**src/prot_pkg.sv**
```systemverilog
// Overview of operation
// - option bits only program from one to zero
// - only whole erase restores option bits to one
// - option byte at loader top, programming mode only
// - cleared lock refuses memory and option reads
// - inhibit low: external table reads stay external
// - internal table reads reach both memories always
// - inhibit high: no table read restriction
// - encryption on: port bytes pass encoder
// - encryption cleared only by whole erase
// - gain bit zero asserts half gain output
// - fully static, state kept with stopped clock
package prot_pkg;

  // ------------------------------------------------------------
  // address map and option byte layout
  // ------------------------------------------------------------
  localparam logic [15:0] OPTION_ADDR   = 16'hffff;  // top of loader space
  localparam int          LOCK_POS      = 0;         // read lock
  localparam int          INHIBIT_POS   = 1;         // table read inhibit
  localparam int          ENCRYPT_POS   = 2;         // encryption, active low
  localparam int          GAIN_POS      = 7;         // gain reduce bit
  localparam logic [7:0]  OPTION_ERASED = 8'hff;     // erased value
  localparam logic [7:0]  REFUSED_DATA  = 8'hff;     // data shown when refused
  localparam logic [7:0]  KEY_DEFAULT   = 8'h5a;     // encoder xor key
  localparam logic [2:0]  ROT_DEFAULT   = 3'h3;      // encoder rotate amount

  // ------------------------------------------------------------
  // programmer command set
  // ------------------------------------------------------------
  typedef enum logic [1:0] {
    CMD_NONE  = 2'h0,
    CMD_READ  = 2'h1,
    CMD_PROG  = 2'h2,
    CMD_ERASE = 2'h3
  } prog_cmd_t;

  // programmer request bundle
  typedef struct packed {
    logic        valid;
    prog_cmd_t   cmd;
    logic        loader;  // loader space selected
    logic [15:0] addr;
    logic [7:0]  wdata;
  } prog_req_t;

  // answer bundle
  typedef struct packed {
    logic       valid;
    logic       refused;
    logic [7:0] rdata;
  } prog_rsp_t;

endpackage : prot_pkg

```
**src/option_cell.sv**
```systemverilog
`timescale 1ns/1ns
`default_nettype none
// ------------------------------------------------------------
// one-time-clearable option byte cell
// ------------------------------------------------------------
module option_cell (
  // clock and reset
  input  wire logic       clk,
  input  wire logic       sys_rst,
  // update strobes
  input  wire logic       prog_en,
  input  wire logic [7:0] prog_data,
  input  wire logic       erase_en,
  // stored value
  output logic [7:0]      value
);

  // whole cell state
  typedef struct packed {
    logic [7:0] bits;
  } cell_state_t;

  cell_state_t st_reg;  // stored byte
  cell_state_t st_next; // next byte

  // next state: program can only clear, erase sets all
  always_comb
  begin
    st_next = st_reg;
    if (erase_en)
    begin
      st_next.bits = prot_pkg::OPTION_ERASED;
    end
    else if (prog_en)
    begin
      st_next.bits = st_reg.bits & prog_data;
    end
  end

  // nonvolatile in the real part, so reset leaves it alone; the
  // flop holds with any clock stall, nothing depends on clock rate
  always_ff @(posedge clk)
  begin
    st_reg <= st_next;
  end

  assign value = st_reg.bits;
endmodule : option_cell
`default_nettype wire

```
**src/code_protection_fuses.sv**
```systemverilog
`timescale 1ns/1ns
`default_nettype none
// ------------------------------------------------------------
// code protection: option byte, read gating, table read
// restriction, port encoder, oscillator gain control
// ------------------------------------------------------------
module code_protection_fuses #(
  parameter logic [7:0] ENC_KEY = prot_pkg::KEY_DEFAULT,  // encoder key
  parameter logic [2:0] ENC_ROT = prot_pkg::ROT_DEFAULT   // encoder rotation
) (
  // clock and reset
  input  wire logic                  clk,
  input  wire logic                  sys_rst,
  // programmer side
  input  wire logic                  prog_mode,
  input  wire prot_pkg::prog_req_t   prog_req,
  input  wire logic [7:0]            mem_rdata,
  output prot_pkg::prog_rsp_t        prog_rsp,
  output logic                       mem_erase,
  // code table read path
  input  wire logic                  table_rd,
  input  wire logic                  table_from_ext,
  input  wire logic                  table_target_int,
  output logic                       table_int_allow,
  // muxed bus port output
  input  wire logic [7:0]            muxed_bus_raw,
  output logic [7:0]                 muxed_bus_port,
  // oscillator
  output logic                       half_gain
);

  // ------------------------------------------------------------
  // encoder functions
  // ------------------------------------------------------------
  // rotate left then xor: reversible by xor then rotate right
  function automatic logic [7:0] encode_byte(input logic [7:0] d);
    logic [15:0] dd;
    logic [7:0]  r;
    dd = {d, d} << ENC_ROT;
    r  = dd[15:8];
    return r ^ ENC_KEY;
  endfunction : encode_byte

  // inverse mapping, kept for reference and checking
  function automatic logic [7:0] decode_byte(input logic [7:0] e);
    logic [15:0] dd;
    logic [7:0]  x;
    x  = e ^ ENC_KEY;
    dd = {x, x} >> ENC_ROT;
    return dd[7:0];
  endfunction : decode_byte

  // ------------------------------------------------------------
  // state
  // ------------------------------------------------------------
  typedef struct packed {
    prot_pkg::prog_rsp_t rsp;
    logic                erase;
    logic                int_allow;
    logic [7:0]          bus;
    logic                half_gain;
    logic                rd_pend;   // memory read waiting for data
  } top_state_t;

  top_state_t st_reg;   // registered state
  top_state_t st_next;  // next state

  logic [7:0] opt;      // option byte from the cell
  logic       opt_wr;   // program strobe to the cell
  logic       is_opt;   // request addresses the option byte
  logic       locked;   // lock bit cleared
  logic       inhibit;  // inhibit active
  logic       enc_on;   // encryption active
  logic       opt_erase; // erase strobe to the cell

  // ------------------------------------------------------------
  // decode
  // ------------------------------------------------------------
  assign is_opt  = prog_req.loader && (prog_req.addr == prot_pkg::OPTION_ADDR);
  assign locked  = !opt[prot_pkg::LOCK_POS];
  assign inhibit = !opt[prot_pkg::INHIBIT_POS];
  assign enc_on  = !opt[prot_pkg::ENCRYPT_POS];
  // option byte is only reachable in programming mode
  // the slot after an array read is ignored, and reset holds the cell
  assign opt_wr  = prog_mode && prog_req.valid && is_opt && !st_reg.rd_pend && !sys_rst
                   && (prog_req.cmd == prot_pkg::CMD_PROG);
  // erase reaches the cell only as a taken request, never inside reset
  assign opt_erase = st_next.erase && !sys_rst;

  // ------------------------------------------------------------
  // option byte storage
  // ------------------------------------------------------------
  option_cell u_cell (
    .clk       (clk),
    .sys_rst   (sys_rst),
    .prog_en   (opt_wr),
    .prog_data (prog_req.wdata),
    .erase_en  (opt_erase),
    .value     (opt)
  );

  // ------------------------------------------------------------
  // next state
  // ------------------------------------------------------------
  always_comb
  begin
    st_next           = st_reg;
    st_next.rsp.valid = 1'b0;
    st_next.erase     = 1'b0;
    st_next.rd_pend   = 1'b0;
    // second cycle of a memory read returns array data
    if (st_reg.rd_pend)
    begin
      st_next.rsp.valid   = 1'b1;
      st_next.rsp.refused = 1'b0;
      st_next.rsp.rdata   = mem_rdata;
    end
    else if (prog_mode && prog_req.valid)
    begin
      case (prog_req.cmd)
        prot_pkg::CMD_READ:
        begin
          if (locked)
          begin
            // lock refuses memory and option reads alike
            st_next.rsp.valid   = 1'b1;
            st_next.rsp.refused = 1'b1;
            st_next.rsp.rdata   = prot_pkg::REFUSED_DATA;
          end
          else if (is_opt)
          begin
            st_next.rsp.valid   = 1'b1;
            st_next.rsp.refused = 1'b0;
            st_next.rsp.rdata   = opt;
          end
          else
          begin
            st_next.rd_pend = 1'b1;
          end
        end
        prot_pkg::CMD_PROG:
        begin
          // option writes handled by the cell, answer is an ack
          st_next.rsp.valid   = 1'b1;
          st_next.rsp.refused = 1'b0;
          st_next.rsp.rdata   = prot_pkg::REFUSED_DATA;
        end
        prot_pkg::CMD_ERASE:
        begin
          // whole chip erase, the only path back to erased bits
          st_next.erase       = 1'b1;
          st_next.rsp.valid   = 1'b1;
          st_next.rsp.refused = 1'b0;
          st_next.rsp.rdata   = prot_pkg::REFUSED_DATA;
        end
        default:
        begin
          st_next.rsp.valid = 1'b0;
        end
      endcase
    end
    // table reads from outside code may not touch internal memory while inhibit is active
    if (table_rd && table_from_ext && table_target_int)
    begin
      st_next.int_allow = !inhibit;
    end
    else
    begin
      st_next.int_allow = table_rd;
    end
    // port output path, bypassed while encryption is off
    st_next.bus = enc_on ? encode_byte(muxed_bus_raw) : muxed_bus_raw;
    st_next.half_gain = !opt[prot_pkg::GAIN_POS];
  end

  // ------------------------------------------------------------
  // registers; static flops, a stopped clock only pauses them
  // ------------------------------------------------------------
  always_ff @(posedge clk)
  begin
    if (sys_rst)
    begin
      // option bits survive reset, only volatile state clears
      st_reg.rsp       <= '0;
      st_reg.erase     <= 1'b0;
      st_reg.int_allow <= 1'b0;
      st_reg.bus       <= 8'h00;
      st_reg.half_gain <= 1'b0;
      st_reg.rd_pend   <= 1'b0;
    end
    else
    begin
      st_reg <= st_next;
    end
  end

  // ------------------------------------------------------------
  // outputs
  // ------------------------------------------------------------
  assign prog_rsp        = st_reg.rsp;
  assign mem_erase       = st_reg.erase;
  assign table_int_allow = st_reg.int_allow;
  assign muxed_bus_port  = st_reg.bus;
  assign half_gain       = st_reg.half_gain;
endmodule : code_protection_fuses
`default_nettype wire

```
**config.mk**
```make
export PLATFORM = sky130hd
export DESIGN_NAME = code_protection_fuses
export DESIGN_NICKNAME = d
export VERILOG_FILES = /design/src/prot_pkg.sv /design/src/option_cell.sv /design/src/code_protection_fuses.sv
export SDC_FILE = /design/constraint.sdc
export NUM_CORES = 1
export LEC_CHECK = 0
export ABC_AREA = 1
export BUFFER_PORTS_ARGS = -buffer_cell sky130_fd_sc_hd__buf_2
export CAP_MARGIN = 40
export CORE_MARGIN = 3
export CORE_UTILIZATION = 41
export DETAILED_ROUTE_END_ITERATION = 8
export PLACE_DENSITY = 0.75
export RECOVER_POWER = 100
export SYNTH_ARGS = -nofsm -noshare
export SYNTH_HDL_FRONTEND = slang
export SYNTH_SLANG_ARGS = --single-unit
```
**constraint.sdc**
```tcl
create_clock -name clk -period 1.2 [get_ports clk]
set_clock_uncertainty 0.1 [all_clocks]
set_input_delay 0.18 -clock clk [delete_from_list [all_inputs] [get_ports clk]]
set_output_delay 0.18 -clock clk [all_outputs]
set_load 0.01 [all_outputs]
```
==> flow_results.org, run 1 <==
** Route
- Via density per instance :: 4.488
- The first routing iteration left 54 violations.
- The detailed router placed around 1500 vias in this run.
- DRC violations left :: 0
- Before antenna repair, the detailed router went through 4 iterations.
- Routed length per placed instance :: 10.80 µm
- Wires add up to 3692 µm.
- Number of nets with antenna violations after detailed routing :: 0

** Synth
- Top cells by area, synth :: dfxtp_1, nand2_1, buf_4
- Summing every instance area after synthesis gives ~1500 µm².
- The Yosys step of the flow raised 0 warnings.
- Counting flops and latches in the post-synthesis netlist gives 30.
- Seq/Total Area, Yosys :: 0.4085
- Avg Cell Area, Syn :: 7.137 µm²
- Proportion of netlist area held by the largest area contributor :: 0.4085
- Number of nets in the synthesized netlist :: 256
- dfxtp_1 takes more of the synthesized area than any other cell.
- Synth unique cells :: 21
- In the synthesized netlist, the number of instances is 206.

** CTS
- Cell at the root of the clock tree :: clkbuf_4
- In this run the number of H-tree levels came out at 2.
- CTS max path bufs :: 2
- Number of buffers inserted during clock tree synthesis :: 5
- TritonCTS built the clock tree.
- Clk sink count :: 30
- After clock tree synthesis, the clock-pin slew on the worst setup and hold paths is about 0.090 ns.
- Latest clock arrival within the worst-skew pair :: around 0.34 ns

** Layout
- Area used by sequential logic in the layout :: 605.6 µm²
- At the end of the flow, the number of nets in the layout was 345.
- Share of layout cells above drive strength 1 :: 0.3750
- # diodes :: 0
- Combined area of the multi-input logic cells :: 758.2 µm²
- Area overhead of the layout relative to synthesis :: 48.26%
- After filler insertion, the fill cell instance count of the layout stands at 311.
- Final cell utilization of the core :: 0.6430
- Largest register FFs :: 10

** Die
- Ports placed on the boundary :: roughly 70
- For this configuration, the core starts out at a cell density of 0.4337.
- The floorplan step set the die width to 65.88 µm.
- The die covers between 4000 and 5000 µm².
- In this run the vertical extent of the chip is 65.88 µm.
- Core Area :: 3390 µm²
- Row cnt :: 21

** STA
- The worst pin sits at a relative slew slack of 0.6798.
- Least-Margin Pin Slew :: 0.4798 ns
- On the final layout, the worst hold slack is about 0.023 ns.
- RSZ-0062 raised after global routing :: true
- Setup slack on the critical path of the routed design comes to -0.06215 ns.
- Hold violation total from the final report :: 0
- The count of pins over their slew limit was 0.
- Of the available clock period, the critical path in the final layout requires 1.052.
- Final-report setup violation count :: 10
- Based on the critical path, the design can be clocked at up to 792.3 MHz.
- Sum Neg Setup Slack :: -0.2099 ns
- After layout, the minimum clock period comes to around 1.3 ns.

** Critical path
- Delay of the slowest cell on the worst path :: 0.36 ns
- Of all nets on the critical path, the largest fanout is 7.
- Reg2reg start :: u_cell.value[0]
- The most critical setup path has its endpoint at prog_rsp[0].
- The worst setup path is launched from a register.
- At the worst endpoint, the required time is 1.34 ns.
- Crit. Startpoint :: u_cell.value[0]
- Cells along the critical path :: nand2_4 -> o21bai_4 -> buf_6 -> nand2_8 -> nand2_2 -> o21ai_1 -> inv_1
- End of the worst register-to-register path :: prog_rsp[0]
- R2R cell count :: 7
- Type of the worst setup path :: reg2reg
- Critical path capture point type :: register
- Worst setup slack for register-to-register paths :: -0.06 ns
- Standard cell with the maximum stage delay on the critical path :: dfxtp_2
- Arrival time reported for the critical path endpoint :: ~1.4 ns

** GRT
- For this run, global-route usage on met3 was measured as 0.03912.
- GR met1 Demand/Resource :: 0.1958
- Remaining global-route overflow :: 0
- Largest net degree at the start of global routing :: 19
- Vias in the first global route :: 1454
- For this run, global-route usage on met2 was measured as 0.3179.
- In the global route stage, overall resource usage came out at 0.1797.
- After global routing, the most crowded layer is met2.
- The first global-routing pass estimated 6023 µm of wire.
- Number of antenna violations at the first check in global routing :: 0

** Placed design
- The congestion estimate from routability-driven global placement came to 0.8032.
- Number of buffers inserted by port buffering :: 70
- Placed wire-length estimate :: 2574 µm
- Prior to clock tree synthesis, the placed netlist has a worst setup slack of -0.1254 ns.

** Pwr
- Power density cells :: 1100 nW/µm²
- Final total power :: 2.397 mW
- IR analysis of the VDD net gives a maximum drop of 0.6548 mV.
- Static Leak :: 1.079 nW

** Run status
- The checks that failed: setup timing.
- The flow ran to the end, but the final reports show violations.

** Flow run
- Number of max-cap violations :: 0

** Hold path
- Type of the worst min-delay path :: in2reg
==> cell usage after synthesis <==
cell type,count
nand2_1,47
nor2_2,3
clkbuf_1,1
a21oi_1,5
nor2_1,33
buf_4,20
nand3b_1,1
a21oi_2,1
nor3_1,1
inv_1,18
clkinv_1,2
nand3_2,1
o21bai_4,1
o21ai_0,20
buf_8,1
nand3_1,15
or2_2,3
nand2_4,1
nand2_2,1
nor2_8,1
dfxtp_1,30
==> cell families after synthesis <==
family,count (synthesis),share of synthesized area
AO/OA/AOI/OAI,27,0.1038
buffers and inverters,42,0.1659
flip-flops,30,0.4085
AND/OR/NAND/NOR,107,0.3217
==> metal layers <==
layer  vias up  routed length, µm
li1        810                  -
met1       670               1490
met2        48               1863
met3         7                255
met4         0                 83
met5         -                  0
==> final cells by class <==
cell class,instances,area share
repair buffers,103,0.2859
clock buffers,7,0.02526
inverters,20,0.03444
well taps,46,0.02641
clock inverters,1,0.002296
multi-input cells,135,0.3479
flip-flops and latches,30,0.2778
==> power by group <==
| group | internal, mW | switching [mW] | total (mW) |
|---|---|---|---|
| logic | 0.301 | 0.310 | 0.611 |
| registers | 1.11 | 0.0583 | 1.16 |
| clock network | 0.283 | 0.339 | 0.623 |
==> stage by stage <==
stage          instances  area, µm²
2_1_floorplan        206       1483
3_3_place_gp         314       1823
3_5_place_dp         314       1823
4_1_cts              340       2098
5_1_grt              342       2180
6_report             342       2180
==> worst max-delay path, delay by kind of cell, from the launching register on <==
kind | cells | cell delay (ns)
and+or+nand+nor | 3 | 0.19
DFF | 1 | 0.36
AOI/OAI and AO/OA | 2 | 0.32
buffers and inverters | 2 | 0.19
==> repair_timing <==
action                                  CTS  global route
endpoints found under the setup margin   17            18
hold buffers                             17             0
setup buffers                             0             1
hold endpoints to repair                 18             0
pin swaps                                 2             7
gates resized for setup                  10            25
gates cloned                              1             1
==> cell usage in the layout, fill, tap and decap left out, drive strengths merged <==
| cell | Yosys | layout |
|---|---|---|
| clkbuf | 1 | 30 |
| clkinv | 2 | 3 |
| nand3b | 1 | 1 |
| inv | 18 | 18 |
| nand3 | 16 | 16 |
| o21bai | 1 | 1 |
| nand2 | 49 | 50 |
| or2 | 3 | 3 |
| o21ai | 20 | 20 |
| nor3 | 1 | 1 |
| nor2 | 37 | 37 |
| dfxtp | 30 | 30 |
| dlygate4sd3 | 0 | 17 |
| buf | 21 | 63 |
| a21oi | 6 | 6 |
==> how the worst min path moves through the flow <==
stage | from | to | slack [ns] | depth (start not counted)
after floorplan | sys_rst | half_gain | 0.15 | 1
after global placement | muxed_bus_raw[6] | muxed_bus_port[1] | 0.27 | 2
after detailed placement | muxed_bus_raw[6] | muxed_bus_port[1] | 0.27 | 2
after CTS | sys_rst | half_gain | 0.003 | 3
after global routing | sys_rst | prog_rsp[9] | 0.02 | 3
final | sys_rst | prog_rsp[9] | 0.02 | 3
Note: power is estimated with default switching activity, not from simulation.
==> inputs of run 2 (changes only) <==
--- a/config.mk
+++ b/config.mk
@@ -6,13 +6,16 @@
 export NUM_CORES = 1
 export LEC_CHECK = 0
 export ABC_AREA = 1
+export ABC_CLOCK_PERIOD_IN_PS = 1200
 export BUFFER_PORTS_ARGS = -buffer_cell sky130_fd_sc_hd__buf_2
 export CAP_MARGIN = 40
 export CORE_MARGIN = 3
 export CORE_UTILIZATION = 41
 export DETAILED_ROUTE_END_ITERATION = 8
+export HOLD_SLACK_MARGIN = 0.08
 export PLACE_DENSITY = 0.75
 export RECOVER_POWER = 100
+export SKIP_LAST_GASP = 1
 export SYNTH_ARGS = -nofsm -noshare
 export SYNTH_HDL_FRONTEND = slang
 export SYNTH_SLANG_ARGS = --single-unit
==> run 2 against run 1 <==
Combinational power grew 1%. Via count grew 2.5%. The run still ends with setup timing left. Sequential power hardly changed. Count of clock-buffer cells in the layout did not move.
==> flow_results.org, run 2 (synthesized netlist as in run 1, its figures left out) <==
** Run status
- The flow ran to the end, but the final reports show violations.
- The final reports fail on setup timing.

** Die
- For this design the top-level I/O count stands at 71.
- Row cnt :: 21
- The initial utilization of the core area, before any placement, comes to 0.4337.
- Die width :: ~66 µm
- The floorplan step defined a die boundary enclosing 4340 µm².
- Die Y-Extent :: 65.88 µm
- Core Area :: 3390 µm²

** Hold path
- Type of the worst min-delay path :: in2reg

** CTS
- Buffers inserted during clock tree synthesis total 5.
- Cell at the root of the clock tree :: clkbuf_4
- Latest clock arrival within the worst-skew pair :: approximately 0.33 ns
- TritonCTS built the clock tree.
- No sink is reached through more buffers than the 2 on the longest clock path.
- After clock tree synthesis, the clock-pin slew on the worst setup and hold paths is roughly 0.09 ns.
- The H-tree generated during clock tree synthesis spans 2 levels.
- The tree built by TritonCTS fans out to 30 sinks.

** Critical path
- In this run the worst path has a maximum fanout of 7.
- The worst setup path is launched from a register.
- Critical path capture point type :: register
- STA puts the critical path data arrival time at 1.38 ns.
- CP required :: around 1.3 ns
- Type of the worst setup path :: reg2reg

** Layout
- Largest register FFs :: 10
- Leading cell type in the layout, fill and taps excluded :: buf_2
- For this run, the post-layout net count is ~360.
- Count of fill cells added during filler insertion :: 305
- The repair_antennas step left the layout with diodes totalling 0.
- In the layout the commonest cells are buf_2, nand2_1, nor2_1, dlygate4sd3_1, dfxtp_1.
- Layout Cells excl Fill :: approximately 350
- Relative to the synthesized area, the layout overhead comes to 53.28%.
- Share of layout cells above drive strength 1 :: 0.3279

** STA
- Hold violation total from the final report :: 0
- In the finished design, the share of the clock period the worst path needs comes to 1.029.
- Setup repair after global routing could not meet its margin everywhere.
- Setup total negative slack on the finished layout was measured at -0.1016 ns.
- Final period demand of the worst path :: between 1 and 1.5 ns
- Once routing completed, OpenROAD measured the worst setup slack at -0.03463 ns.
- Final-report setup violation count :: 8
- Least-Margin Pin Slew :: 0.3993 ns
- FMAX :: 810.0 MHz
- Headroom to the max-slew limit came out at 0.7335.
- Final Max Slew Viols :: 0

** Route
- The routed layout has about 1600 vias.
- The first routing iteration left 81 violations.
- DRC violations left :: 0
- Total routed wirelength :: 3851 µm
- The pre-antenna-repair detailed-routing pass consisted of 4 iterations.
- The detail route stage leaves a number of antenna-violating nets equal to 0.
- Using the TritonRoute via totals, the vias-per-cell ratio works out to around 4.4.
- After detailed routing, the average wire length per cell comes to 10.88 µm.

** Placed design
- After legalization and detailed placement, the total HPWL measured roughly 2600 µm.
- Cells after DPL :: 314
- At the end of routability-driven placement, the weighted congestion stood at between 0.8 and 0.9.
- During placement, the flow inserted port buffers numbering 70.

** Pwr
- VDD sags by at most 0.6112 mV.
- Power density cells :: approximately 1100 nW/µm²
- Final total power :: 2.400 mW
- Static Leak :: 1.108 nW

** GRT
- Entering global routing, the biggest net connects 19 pins.
- First-pass GRT wire length :: 6403 µm
- Remaining global-route overflow :: 0
- Vias in the first global route :: around 1500
- The number of antenna violations at the first check in global routing came to 0.
- Across every metal layer, demand over resource in global routing totals 0.1929.

** Flow run
- Max-cap violations in this run came to 0.
## run 2: path summary, 6_finish.rpt
path	startpoint	endpoint	slack, ns	depth (start not counted)
setup / recovery	u_cell.value[0]	prog_rsp[0]	-0.03	7
hold / removal	prog_req[26]	mem_erase	0.17	4
setup reg to reg	u_cell.value[0]	prog_rsp[0]	-0.03	7
hold reg to reg	u_cell.value[6]	u_cell.value[6]	0.35	2
## run 2: where the power goes
part | switching, mW | internal (mW)
Sequential | 0.0549 | 1.10
Clock | 0.339 | 0.283
Combinational | 0.303 | 0.315
## run 2: repair_timing
| action | in CTS | in global routing |
|---|---|---|
| gates cloned | 1 | 0 |
| resized for setup | 6 | 18 |
| pin swaps | 0 | 9 |
| hold buffers | 29 | 0 |
| endpoints found under the setup margin | 17 | 18 |
| endpoints found under the hold margin | 29 | 0 |
| setup buffers | 0 | 2 |
## run 2: layout make-up
class	count	area, µm²	share of cell area
clock buffer	7	55.05	0.02443
clock inverter	1	5.005	0.002221
inverter	20	75.07	0.03331
multi-input combinational	135	716.9	0.3182
sequential	30	605.6	0.2687
tap	46	57.56	0.02554
timing repair buffer	115	738.2	0.3276
## run 2: metrics by stage
stage               instance area [µm²]  worst slack, ns  hold WS, ns  utilization
floorplan                          1483         -0.02273       0.1467            -
global placement                   1823          -0.1046       0.2690       0.5378
detailed placement                 1823          -0.1254       0.2726       0.5378
CTS                                2198         -0.04448       0.1181       0.6486
global route                       2253          -0.1427       0.1613       0.6648
finish                             2253         -0.03463       0.1742       0.6648
## run 2: worst max-delay path, cell delays in order (launching register included)
cell and delay (ns):
dfxtp_2 0.36, nand2_4 0.07, o21bai_4 0.19, buf_6 0.13
nand2_4 0.08, nand2_1 0.05, o21ai_1 0.11, inv_1 0.04
## run 2: per-layer routing
metal,GRT usage,wire [µm],up-vias
met5,0,0,-
met4,0.1010,86,0
met3,0.03912,283,9
met2,0.3517,1885,60
met1,0.2063,1596,674
li1,-,-,830
==> inputs of run 3 (changes only) <==
--- a/config.mk
+++ b/config.mk
@@ -5,15 +5,14 @@
 export SDC_FILE = /design/constraint.sdc
 export NUM_CORES = 1
 export LEC_CHECK = 0
-export ABC_AREA = 1
-export ABC_CLOCK_PERIOD_IN_PS = 1200
+export ABC_CLOCK_PERIOD_IN_PS = 1030
 export BUFFER_PORTS_ARGS = -buffer_cell sky130_fd_sc_hd__buf_2
 export CAP_MARGIN = 40
 export CORE_MARGIN = 3
-export CORE_UTILIZATION = 41
+export CORE_UTILIZATION = 40
 export DETAILED_ROUTE_END_ITERATION = 8
 export HOLD_SLACK_MARGIN = 0.08
-export PLACE_DENSITY = 0.75
+export PLACE_DENSITY = 0.74
 export RECOVER_POWER = 100
 export SKIP_LAST_GASP = 1
 export SYNTH_ARGS = -nofsm -noshare
==> constraint.sdc (replaced) <==
create_clock -name clk -period 1.03 [get_ports clk]
set_clock_uncertainty 0.1 [all_clocks]
set_input_delay 0.1545 -clock clk [delete_from_list [all_inputs] [get_ports clk]]
set_output_delay 0.1545 -clock clk [all_outputs]
set_load 0.01 [all_outputs]
==> run 3 against run 2 <==
Register-to-register slack got worse by 0.25 ns. Final cell count fell by 16%. Maximum frequency fell by 6.0%. Highest routed layer unchanged. Setup slack got worse by 0.25 ns. Sequential share of layout area rose by 0.42 points. Global-route usage rose by 0.54 points. The run still ends with setup timing left. Critical path type unchanged. Non-clock buffer count rose by 5. Combinational power rose by 16%.
==> flow_results.org, run 3 <==
** Run status
- The flow ran to the end, but the final reports show violations.
- The final reports fail on setup timing.

** Synth
- The number of nets in the synthesized netlist is 206.
- By area the synthesized netlist is led by dfxtp_1, buf_4, nor2_1.
- Yosys printed 0 warnings.
- In the post-synthesis netlist, the cell with the most instances is dfxtp_1.
- For this run, asynchronously set or reset flops after synthesis account for 0.
- Synthesis handed over a netlist of 156 instances.
- Count of flip-flops with a built-in enable after synthesis :: 0
- The share of the Yosys chip area taken by registers is 0.4255.
- After synthesis, the mean cell area works out to 9.047 µm².
- Synth unique cells :: 28
- Counting flops and latches in the post-synthesis netlist gives 30.
- Of the post-synthesis cell area, the dominant cell type holds 0.4255.
- Cell taking the most area after synthesis :: dfxtp_1
- For this run, the leading register cell type out of synthesis is dfxtp_1.
- Most common library cells after synthesis :: dfxtp_1, nor2_1, buf_4
- Synth Cell Area :: 1411 µm²

** Pwr
- The analysis attributes to cell leakage a power of 1.109 nW.
- For this design the ratio of total power to cell area is 1192 nW/µm².
- Max rail drop VDD :: roughly 0.9 mV

** STA
- RSZ-0062 raised after global routing :: true
- Measured against its own limit, the worst slew margin works out to 0.8324.
- The worst path in the final design needs a cycle of approximately 1.3 ns, including I/O delays and setup.
- The final number of hold-violating endpoints was 0.
- Final Max Slew Viols :: 0
- Fin worst setup slack :: -0.2829 ns
- In the finished design, the share of the clock period the worst path needs comes to 1.275.
- Derived from the worst setup path, the maximum achievable clock frequency is 761.7 MHz.
- Sum Neg Setup Slack :: -4.273 ns
- Final-report setup violation count :: 21
- At the pin with the least slew margin, the transition time is around 0.25 ns.

** GRT
- Number of antenna violations at the first check in global routing :: 0
- After global routing, the most crowded layer is met2.
- GRT Resource Usage Total :: 0.1983
- GR met1 Demand/Resource :: 0.2243
- For this run, global-route usage on met3 was measured as 0.05299.
- The first global-routing pass estimated 6520 µm of wire.
- The number of global-route vias before repair is 1481.
- After global routing the overflow that remains totals 0.
- For met2 alone, demand over resource in global routing was 0.3502.
- Entering global routing, the biggest net connects 20 pins.

** Route
- Dividing the detail-routed via count by the number of cells gives 4.890.
- Total routed wirelength :: about 4000 µm
- Number of nets with antenna violations after detailed routing :: 0
- Summing over every cut layer, the via total after detailed routing is 1462.
- DRC violations left :: 0
- In this run, the number of DRC markers left after iteration 0 of detailed routing was 58.
- For this run, the detailed router's first-pass iteration total came to 4.
- In the final routed layout, each cell accounts on average for 13.57 µm.

** Placed design
- Routability congestion estimate from global placement :: about 0.84
- Placed wire-length estimate :: approximately 2600 µm
- Counting tap cells, the placed design contains a total of 262 instances.
- Number of buffers inserted by port buffering :: 70

** Die
- Die Area :: roughly 4300 µm²
- Ports placed on the boundary :: 71
- Die Y-Extent :: 65.40 µm
- The core region is between 3000 and 4000 µm².
- Initial core utilization :: 0.4406
- The die is 65.40 µm wide.
- The floorplan has 20 rows.

** Layout
- Share of layout cells above drive strength 1 :: 0.4980
- Leading cell type in the layout, fill and taps excluded :: buf_2
- Post-layout nets :: 305
- Largest register FFs :: 10
- The finished layout holds 299 standard cells, fillers aside.
- Commonest cells after routing, fill and taps aside :: buf_2, dlygate4sd3_1, nor2_1, buf_4, dfxtp_2
- Area overhead of the layout relative to synthesis :: 61.08%
- 0 antenna diodes ended up in the layout.
- For this run, the share of the core covered by cells in the final layout is 0.7098.

** CTS
- CTS built an H-tree with a depth of 2.
- TritonCTS built the clock tree.
- Number of buffers inserted during clock tree synthesis :: 5
- CTS max path bufs :: 2
- Register clock-pin slew on the reported worst setup and hold paths :: roughly 0.09 ns
- Latest clock arrival within the worst-skew pair :: 0.32 ns
- Cell at the root of the clock tree :: clkbuf_4
- Clk sink count :: 30

** Critical path
- Arrival time reported for the critical path endpoint :: 1.43 ns
- The worst setup path is captured at a register.
- Along the worst path, the maximum fanout reaches 7.
- The critical path is of the reg2reg type.
- CP required :: 1.15 ns
- The worst setup path is launched from a register.

** Hold path
- In this run the worst hold path is classified as in2reg.

** Flow run
- The tool flagged a number of max-cap violations equal to 0.
==> run 3: changes by cell type after synthesis, sizes merged, moves of 4 or more <==
cell / before / now
a21oi: 6 / 14
buf: 21 / 26
inv: 18 / 10
mux2i: 0 / 4
nand2: 49 / 4
nand3: 16 / 2
nand4: 0 / 10
nor2: 37 / 25
o21ai: 20 / 0
o22a: 0 / 8
o311a: 0 / 7
==> run 3: report_power, final <==
part / internal, mW / switching (mW) / total (mW)
Combinational: 0.432 / 0.283 / 0.715
Clock: 0.257 / 0.374 / 0.630
Sequential: 1.29 / 0.0724 / 1.37
==> run 3: area by class of cell <==
type                       count  area, µm²
fill                         268      929.6
clock buffer                   7      45.04
multi-input combinational     88      620.6
sequential                    30      620.6
inverter                      10      37.54
timing repair buffer         120      894.6
tap                           44      55.05
==> run 3: worst paths after layout <==
path	start	endpoint	cells past startpoint	slack [ns]
worst max register to register	st_reg[0]	prog_rsp[3]	4	-0.28
worst min register to register	u_cell.value[7]	half_gain	1	0.38
worst min-delay path	sys_rst	prog_rsp[8]	4	0.15
worst max-delay path	st_reg[0]	prog_rsp[3]	4	-0.28
==> run 3: cell families (layout without fill, tap and decap cells) <==
group           after synthesis  after routing  share of synthesized area
flops                        30             30                     0.4255
buf+inv                      38            137                     0.1746
mux                           4              4                    0.02837
simple gates                 50             50                     0.1835
compound gates               34             34                     0.1879
==> run 3: timing repair <==
action                     4_1_cts  5_1_grt
setup endpoints to repair       29       44
buffers inserted                 3        0
pin swaps                       11        2
hold buffers                    27        0
hold endpoints to repair        25        0
resized for setup               25       12
==> run 3: through the flow <==
step | total power [mW] | hold slack (ns) | setup slack [ns] | cell area [µm²]
2_1_floorplan | 1.740 | 0.1736 | -0.2516 | 1446
3_3_place_gp | 1.917 | 0.2604 | -0.3341 | 1790
3_5_place_dp | 1.925 | 0.2649 | -0.3546 | 1790
4_1_cts | 2.696 | 0.1145 | -0.2804 | 2238
5_1_grt | 2.875 | 0.1290 | -0.3448 | 2273
6_report | 2.711 | 0.1477 | -0.2829 | 2273
==> run 3: metal layers <==
layer	wire length [µm]	up-vias
met2	2082	56
met5	0	-
met3	252	6
li1	-	730
met1	1671	670
met4	49	0
==> run 3: critical path, stage by stage, from the launching register on <==
cell and delay, ns:
dfxtp_2 0.35, or3b_4 0.42, nor2_1 0.13, nand4_1 0.09
o311a_1 0.12
